<file path="config.mk">
export PLATFORM = sky130hd
export DESIGN_NAME = ast_ctrl
export DESIGN_NICKNAME = d
export VERILOG_FILES = /design/src/shared/ast_pkg.sv /design/src/rtl/ast_ctrl.sv
export VERILOG_INCLUDE_DIRS = /design/src /design/src/shared
export SDC_FILE = /design/constraint.sdc
export NUM_CORES = 1
export LEC_CHECK = 0
export ABC_AREA = 1
export BUFFER_PORTS_ARGS = -buffer_cell sky130_fd_sc_hd__buf_2
export CAP_MARGIN = 20
export CORE_ASPECT_RATIO = 1.75
export CORE_MARGIN = 1.5
export CORE_UTILIZATION = 54
export CTS_BUF_LIST = sky130_fd_sc_hd__clkbuf_8
export CTS_CLUSTER_SIZE = 14
export DETAILED_ROUTE_END_ITERATION = 6
export GPL_TIMING_DRIVEN = 1
export PLACE_DENSITY = 0.75
export SLEW_MARGIN = 20
export SYNTH_ARGS = -nofsm -noshare
export SYNTH_HDL_FRONTEND = slang
export SYNTH_SLANG_ARGS = --single-unit
</file>
<file path="constraint.sdc">
create_clock -name clk -period 3.1 [get_ports clk]
set_input_delay 0.93 -clock clk [delete_from_list [all_inputs] [get_ports clk]]
set_output_delay 0.93 -clock clk [all_outputs]
set_load 0.01 [all_outputs]
</file>
<file path="src/shared/ast_cfg.svh">
// Constants for the scan, trigger and strap control block
`ifndef AST_CFG_SVH
`define AST_CFG_SVH
`define AST_CTRL_EXT_EN_BIT 11
`define AST_CTRL_RST_VAL 16'h0000
`define AST_CFG_FIXED_HI 11'h000
`define AST_CFG_RST_VAL 16'h001F
`define AST_SCAN_LEN_DEFAULT 7'h40
`define AST_TMR_W 16
`define AST_TMR_LEN_16 2'h0
`define AST_TMR_LEN_32 2'h1
`define AST_TMR_LEN_48 2'h2
`define AST_CONV_CYCLES 8'h04
`endif

</file>
<file path="src/shared/ast_pkg.sv">
// Types for the scan, trigger and strap control block
package ast_pkg;
  typedef enum logic [2:0] {
    AST_IDLE = 3'b001,
    AST_CONV = 3'b010,
    AST_NEXT = 3'b100
  } ast_state_t;

  typedef struct packed {
    logic [15:0] load;
    logic        run;
    logic [1:0]  len;
  } ast_tmr_cfg_t;

  typedef struct packed {
    ast_state_t  st;
    logic        trig_s1;
    logic        trig_s2;
    logic        trig_armed;
    logic        scan_mode;
    logic [6:0]  chan;
    logic [6:0]  done_cnt;
    logic [7:0]  conv_cnt;
    logic        conv_start;
    logic        scan_busy;
    logic        ready;
    logic [15:0] cfg_rd;
    logic [47:0] tmr;
    logic        tmr_tick;
  } ast_state_s_t;
endpackage

</file>
<file path="src/rtl/ast_ctrl.sv">
// Trigger gating, scan sequencing, strap readback and cascadable interval timer
//
// Behaviour
// - A low external trigger starts one conversion or a whole scan, by the conversion mode.
// - The external trigger counts only while control bit D11 is set.
// - The trigger-ready output is high whenever the external-start enable is set.
// - The interval timer is one 48-bit counter split into three 16-bit stages.
// - The counters cascade to give 16, 32 or 48 bit count lengths.
// - Every scanning mode takes its channel count from the scan-length straps.
// - A scan starts at channel 0 and steps by one until the converted count equals the setting.
// - A setting of 64 converts channels 0 to 63 and is the default.
// - The scan length is a seven-bit binary count with weights 1 to 64.
// - A scan-length strap reads zero when fitted and one when absent.
// - The configuration register is read-only and its low five bits show the straps.
// - Bit D4 reads one unless fitted; zero is unipolar, one is bipolar.
// - Bit D3 reads one unless fitted; zero is 10V range, one is 20V range.
// - Bits D2..D0 encode gain x1, x10, x100, x200, x500 as 000 to 100.
`timescale 1ns/1ns
`include "ast_cfg.svh"
module ast_ctrl
  import ast_pkg::*;
#(
  parameter int CONV_CYCLES = `AST_CONV_CYCLES
) (
  input wire logic clk, // 20 MHz board clock
  input wire logic rst, // Asynchronous reset, active high
  input wire logic [15:0] ctrl_reg, // Control register contents from software
  input wire logic scan_mode_sel, // 1 = scanning mode, 0 = single conversion
  input wire logic ext_convert_trigger_n, // External start, active low
  input wire logic [6:0] scan_length_straps, // Absent strap reads one
  input wire logic [4:0] config_straps, // Fitted strap reads zero
  input wire ast_tmr_cfg_t tmr_cfg, // Timer load, run and length select
  output logic ext_trigger_ready_out, // High when external start enabled
  output logic conv_start, // One-cycle pulse per conversion
  output logic [5:0] conv_chan, // Channel being converted
  output logic scan_busy, // High while a conversion or scan runs
  output logic [15:0] config_strap_reg, // Read-only strap readback
  output logic tmr_tick // One-cycle pulse at timer terminal count
);
  // Start pulse to busy low for a single conversion: conversion time plus the step cycle
  localparam int SINGLE_SPAN = CONV_CYCLES + 1;

  ast_state_s_t s_r, s_nxt;
  logic ext_en;
  logic trig_fall;
  logic [47:0] tmr_mask;
  logic [2:0] stage_zero;
  logic tmr_term;
  logic [6:0] scan_len;

  assign ext_en = ctrl_reg[`AST_CTRL_EXT_EN_BIT];
  // Straps are taken raw: a fitted strap already pulls its bit to zero
  assign scan_len = scan_length_straps;
  // Armed clears on the taken edge and sets again only after a high sample,
  // so a trigger held low for many cycles starts one conversion or one scan only
  assign trig_fall = s_r.trig_armed && !s_r.trig_s2 && ext_en;

  // One zero detector per 16-bit stage; cascading only widens the set that must agree
  for (genvar g = 0; g < 3; g++) begin : g_stage
    assign stage_zero[g] = (s_r.tmr[16*g +: 16] == 16'h0000);
  end

  // Length select; changing it while running can leave a long first period
  always_comb begin
    unique case (tmr_cfg.len)
      `AST_TMR_LEN_32: begin
        tmr_mask = {16'h0000, 32'hFFFFFFFF};
        tmr_term = &stage_zero[1:0];
      end
      `AST_TMR_LEN_48: begin
        tmr_mask = 48'hFFFFFFFFFFFF;
        tmr_term = &stage_zero;
      end
      default: begin
        tmr_mask = {32'h00000000, 16'hFFFF};
        tmr_term = stage_zero[0];
      end
    endcase
  end

  // Synchroniser, scan sequencer and timer all update one state copy
  always_comb begin
    s_nxt = s_r;
    s_nxt.conv_start = 1'b0;
    s_nxt.tmr_tick = 1'b0;
    s_nxt.trig_s1 = ext_convert_trigger_n;
    s_nxt.trig_s2 = s_r.trig_s1;
    s_nxt.ready = ext_en;
    s_nxt.cfg_rd = {`AST_CFG_FIXED_HI, config_straps};
    if (s_r.trig_s2) s_nxt.trig_armed = 1'b1;
    if (trig_fall) s_nxt.trig_armed = 1'b0;
    unique case (s_r.st)
      AST_IDLE: begin
        // A zero scan length would still run one conversion before ending, so it is refused here
        if (trig_fall && (!scan_mode_sel || scan_len != 7'h00)) begin
          s_nxt.scan_mode = scan_mode_sel;
          s_nxt.chan = 7'h00;
          s_nxt.done_cnt = 7'h00;
          s_nxt.conv_cnt = 8'h00;
          s_nxt.conv_start = 1'b1;
          s_nxt.scan_busy = 1'b1;
          s_nxt.st = AST_CONV;
        end
      end
      AST_CONV: begin
        // Count out the conversion time, then step
        s_nxt.conv_cnt = s_r.conv_cnt + 8'h01;
        if (s_r.conv_cnt == 8'(CONV_CYCLES - 1)) begin
          s_nxt.done_cnt = s_r.done_cnt + 7'h01;
          s_nxt.st = AST_NEXT;
        end
      end
      AST_NEXT: begin
        // done_cnt already includes the conversion that just ended
        if (!s_r.scan_mode || s_r.done_cnt >= scan_len) begin
          s_nxt.scan_busy = 1'b0;
          s_nxt.st = AST_IDLE;
        end else begin
          s_nxt.chan = s_r.chan + 7'h01;
          s_nxt.conv_cnt = 8'h00;
          s_nxt.conv_start = 1'b1;
          s_nxt.st = AST_CONV;
        end
      end
      default: s_nxt.st = AST_IDLE;
    endcase
    // Holding the load value while stopped makes the first period exact at the 16-bit length only
    if (!tmr_cfg.run) begin
      s_nxt.tmr = {32'h00000000, tmr_cfg.load};
    end else if (tmr_term) begin
      s_nxt.tmr_tick = 1'b1;
      s_nxt.tmr = {tmr_cfg.load, tmr_cfg.load, tmr_cfg.load} & tmr_mask;
    end else begin
      s_nxt.tmr = (s_r.tmr - 48'h000000000001) & tmr_mask;
    end
  end

  // Reset parks the synchroniser high, so a pin low at release is seen as a falling edge and taken as a start
  always_ff @(posedge clk or posedge rst) begin
    if (rst) begin
      s_r <= '{st: AST_IDLE, trig_s1: 1'b1, trig_s2: 1'b1, cfg_rd: `AST_CFG_RST_VAL,
               default: '0};
    end else begin
      s_r <= s_nxt;
    end
  end

  // Every output is a register bit
  // Lengths above 64 run past the last channel and wrap the six-bit number
  assign ext_trigger_ready_out = s_r.ready;
  assign conv_start = s_r.conv_start;
  assign conv_chan = s_r.chan[5:0];
  assign scan_busy = s_r.scan_busy;
  assign config_strap_reg = s_r.cfg_rd;
  assign tmr_tick = s_r.tmr_tick;

  // Trigger path
  ready_follow_a: assert property (@(posedge clk) disable iff (rst)
    ext_trigger_ready_out == $past(ext_en))
    else $error("ready does not follow enable");
  trig_gate_a: assert property (@(posedge clk) disable iff (rst)
    (!ext_en && s_r.st == AST_IDLE) |=> !conv_start)
    else $error("start while disabled");
  once_per_a: assert property (@(posedge clk) disable iff (rst)
    trig_fall |=> !trig_fall)
    else $error("trigger taken twice");
  taken_start_a: assert property (@(posedge clk) disable iff (rst)
    (trig_fall && s_r.st == AST_IDLE && (!scan_mode_sel || scan_len != 7'h00))
      |=> (conv_start && scan_busy))
    else $error("taken trigger did not start");
  conv_pulse_a: assert property (@(posedge clk) disable iff (rst)
    conv_start |=> !conv_start)
    else $error("start pulse too long");
  busy_with_start_a: assert property (@(posedge clk) disable iff (rst)
    conv_start |-> scan_busy)
    else $error("start without busy");
  // A single conversion releases busy one conversion time plus the step cycle after it rises
  single_span_a: assert property (@(posedge clk) disable iff (rst)
    ($rose(scan_busy) && !s_r.scan_mode) |-> ##SINGLE_SPAN $fell(scan_busy))
    else $error("single conversion length wrong");

  // Scan sequencing
  start_chan0_a: assert property (@(posedge clk) disable iff (rst)
    ($rose(scan_busy)) |-> conv_chan == 6'h00)
    else $error("scan not at channel 0");
  chan_step_a: assert property (@(posedge clk) disable iff (rst)
    (conv_start && !$rose(scan_busy)) |-> conv_chan == $past(conv_chan, 2) + 6'h01)
    else $error("channel did not step by one");
  chan_limit_a: assert property (@(posedge clk) disable iff (rst)
    (conv_start && s_r.scan_mode) |-> s_r.chan < $past(scan_len))
    else $error("channel beyond scan length");
  scan_end_a: assert property (@(posedge clk) disable iff (rst)
    $fell(scan_busy) && $past(s_r.scan_mode) |-> $past(s_r.done_cnt) >= $past(scan_len))
    else $error("scan ended early");
  scan_stop_a: assert property (@(posedge clk) disable iff (rst)
    $fell(scan_busy) |-> $past(s_r.st) == AST_NEXT)
    else $error("busy dropped mid conversion");

  // Strap readback and timer
  cfg_read_a: assert property (@(posedge clk) disable iff (rst)
    config_strap_reg == {`AST_CFG_FIXED_HI, $past(config_straps)})
    else $error("strap readback wrong");
  tmr_reload_a: assert property (@(posedge clk) disable iff (rst)
    tmr_tick |-> $past(tmr_cfg.run))
    else $error("tick while stopped");

  // Main scenarios
  cv_scan_c: cover property (@(posedge clk) disable iff (rst)
    $fell(scan_busy) && s_r.done_cnt == 7'h40);
  cv_single_c: cover property (@(posedge clk) disable iff (rst)
    $rose(scan_busy) && !scan_mode_sel);
  cv_tick_c: cover property (@(posedge clk) disable iff (rst)
    tmr_tick);
  cv_cascade_c: cover property (@(posedge clk) disable iff (rst)
    tmr_tick && tmr_cfg.len == `AST_TMR_LEN_32);
  cv_refused_c: cover property (@(posedge clk) disable iff (rst)
    s_r.trig_armed && !s_r.trig_s2 && !ext_en);
endmodule // ast_ctrl

</file>
==> out/summary.txt <==
Startpoint of the worst hold path = s_nxt[92]
CTS tree = built
Pwr Density = 390 nW/um2
Seq cells post-synth = 85
R2r startpoint = s_r[1]
Postcts setup bufs = 0
Yosys top cell area share = 34.8%
Max reg flops = 69
H-tree depth = 3
Min cycle time layout = 2350 ps
FP Rows = 48
Die ar. = 10900 um2
GPL Wtd Cong = 0.969
Synth top area cells = dfrtp_1 35%, nand2_1 17%, nor2_1 11%, nand3_1 5.5%, inv_1 5.4%
Yosys warns = 0
Synth area leader = dfrtp_1
Most common cell in the synthesized netlist = nand2_1
Worst-margin pin slew = 696 ps
Vias after detailed routing = 5065
Final Max Slew Viols = 0
Tcrit/Tclk final = 75.8%
DR vias/cell = 5.18
Commonest cells in the netlist = 252 x nand2_1, 156 x nor2_1, 79 x inv_1, 77 x dfrtp_1, 61 x nand3_1
Sequential cell area fraction in the yosys report = 38.6%
Startpoint types = flip-flop
GRT overflow = 0
Crit path buf inv count = 1
Ports = 77
Min-Delay Path Class = flip-flop to flip-flop
Vias in the first global route = 5021
Leak Pwr = 3.40 nW
Initial antenna violation count = 0
Slew margin rel. = 53.5%
Worst VDD drop = 0.380 mV
TritonCTS Buffers = 9
Clock skew = 12.2 ps
Post-synth EDFFs = 0
Clock Sink Count = 85
Critical Path Slowest Stage Cell = nor2_1
Ys async rst share = 100%
Clock transition at path regs = 90 ps
WHS = 363 ps
Critical path's most frequent cell = nor2_1
TritonRoute pass-1 iters = 5
Root buf cell = clkbuf_8
Critical path launch point = s_r[1]
Crit path cell chain = inv_1, ha_1, nand3_1, nor2_1, nand4_1, o21ai_0, nand2_1, nor2_1, nor2_1
Drt wl/cell = 14.3 um
GRT Total Usage = 28.0%
Initial drt markers = 299
Fmax = 0.425 GHz
CP endpoint kind = flip-flop
Crit-path leading delay family = simple AND/OR/NAND/NOR gates
Post-Route WL = 14000 um
Cts hold-fix bufs = 0
Status = finished, final reports clean
Synth Flop Type = dfrtp_1
RSZ-0062 raised after global routing = false
Core Footprint = 9910 um2
Crit path DAT = 2620 ps
Design Area, Final = 6030 um2
Share of cells above drive strength 1 = 12.8%
Final ANT Viol Nets = 0
Initial Util = 55.9%
Final setup viols = 0
Fin. Hold Viols = 0
Area of the mapped netlist = 5540 um2
Largest stage delay, worst path = 460 ps
Synth cell types = 31
Clk Latency, worst-skew pair = 370 ps
Gate Count Post-Synth = 799
DRC = 0
Max cap viols = 0
Maximum number of pins on one net before global-route repair = 34
Critical path data required time = 3370 ps
Hpwl dp = 11200 um
Filler instances = 939
Global-route wire length before repair = 23000 um
Critical path type = flip-flop to flip-flop
Max FO, Critical Path = 5
P&R area growth vs syn = 8.86%
Antenna fix cells = 0
Clk buf depth = 2
TNS Setup = 0 ps
CTS resizes = 0
Port Buffers = 50
Nets = 913
Avg Cell Area, Syn = 6.93 um2
Die Y = 137 um
Die width = 79.5 um
Area post-placement = 5840 um2
layer usage:
metal | global-route usage, % | share of wire (%) | vias to the layer above | wire, um
li1 | - | - | 2540 | -
met1 | 27.8 | 36 | 2328 | 4990
met2 | 52.1 | 55 | 135 | 7650
met3 | 3.47 | 3.0 | 62 | 415
met4 | 20.0 | 6.8 | 0 | 954
met5 | 0 | 0 | - | 0
per-stage QoR:
stage	util [%]	setup slack [ps]	total power [mW]	cells
2_1_floorplan	-	963	1.52	809
3_3_place_gp	59.0	497	1.62	961
3_5_place_dp	59.0	467	1.63	961
4_1_cts	60.8	796	2.37	977
5_1_grt	60.8	523	2.47	977
6_report	60.8	749	2.35	977
final cells by class:
cell class | count | area (um2) | share of cell area, %
repair buffers | 61 | 345 | 5.73
inverters | 81 | 308 | 5.11
well taps | 125 | 156 | 2.60
clock inverters | 6 | 45.0 | 0.748
multi-input cells | 609 | 2900 | 48.1
flip-flops and latches | 85 | 2140 | 35.5
clock buffers | 10 | 138 | 2.28
path summary, 6_finish.rpt:
path	endpoint	slack, ps	cells after the start
hold / removal	s_r[92]	360	0
min in group asynchronous	tmr_tick	650	2
setup / recovery	s_r[35]	750	9
setup reg to reg	s_r[35]	750	9
hold reg to reg	s_r[92]	360	0
max in group asynchronous	s_nxt[92]	1720	3
cell usage in the layout (no fill, tap or decap), types with 2 or more instances in the layout:
cell type	count
inv_1	78
nand2_2	5
nand2_1	252
o21ai_0	8
conb_1	11
buf_4	10
clkbuf_8	10
nor3_1	10
nor2_1	156
a21oi_1	2
nand4_1	8
nor2_2	4
dfstp_2	8
nand3b_1	19
clkinv_2	2
dfrtp_1	77
xor2_1	24
clkinv_4	2
inv_2	2
ha_1	15
buf_2	50
or2_2	10
nor4_1	4
xnor2_1	14
inv_6	2
nand3_1	61
report_power, final:
group | leakage, nW | switching (mW) | internal (mW)
registers | 1.12 | 0.0535 | 1.17
clock network | 0.0970 | 0.420 | 0.318
logic | 2.19 | 0.251 | 0.134
kinds of logic after synthesis:
kind of cell	count (synthesis)	share of synthesized area (%)
compound gates	12	1.27
xor+xnor	38	6.01
fa+ha+maj	15	3.39
simple gates	533	40.9
other cells	1	0.0677
flops	85	38.6
buf+inv	115	9.74
Note: power is estimated with default switching activity, not from simulation.
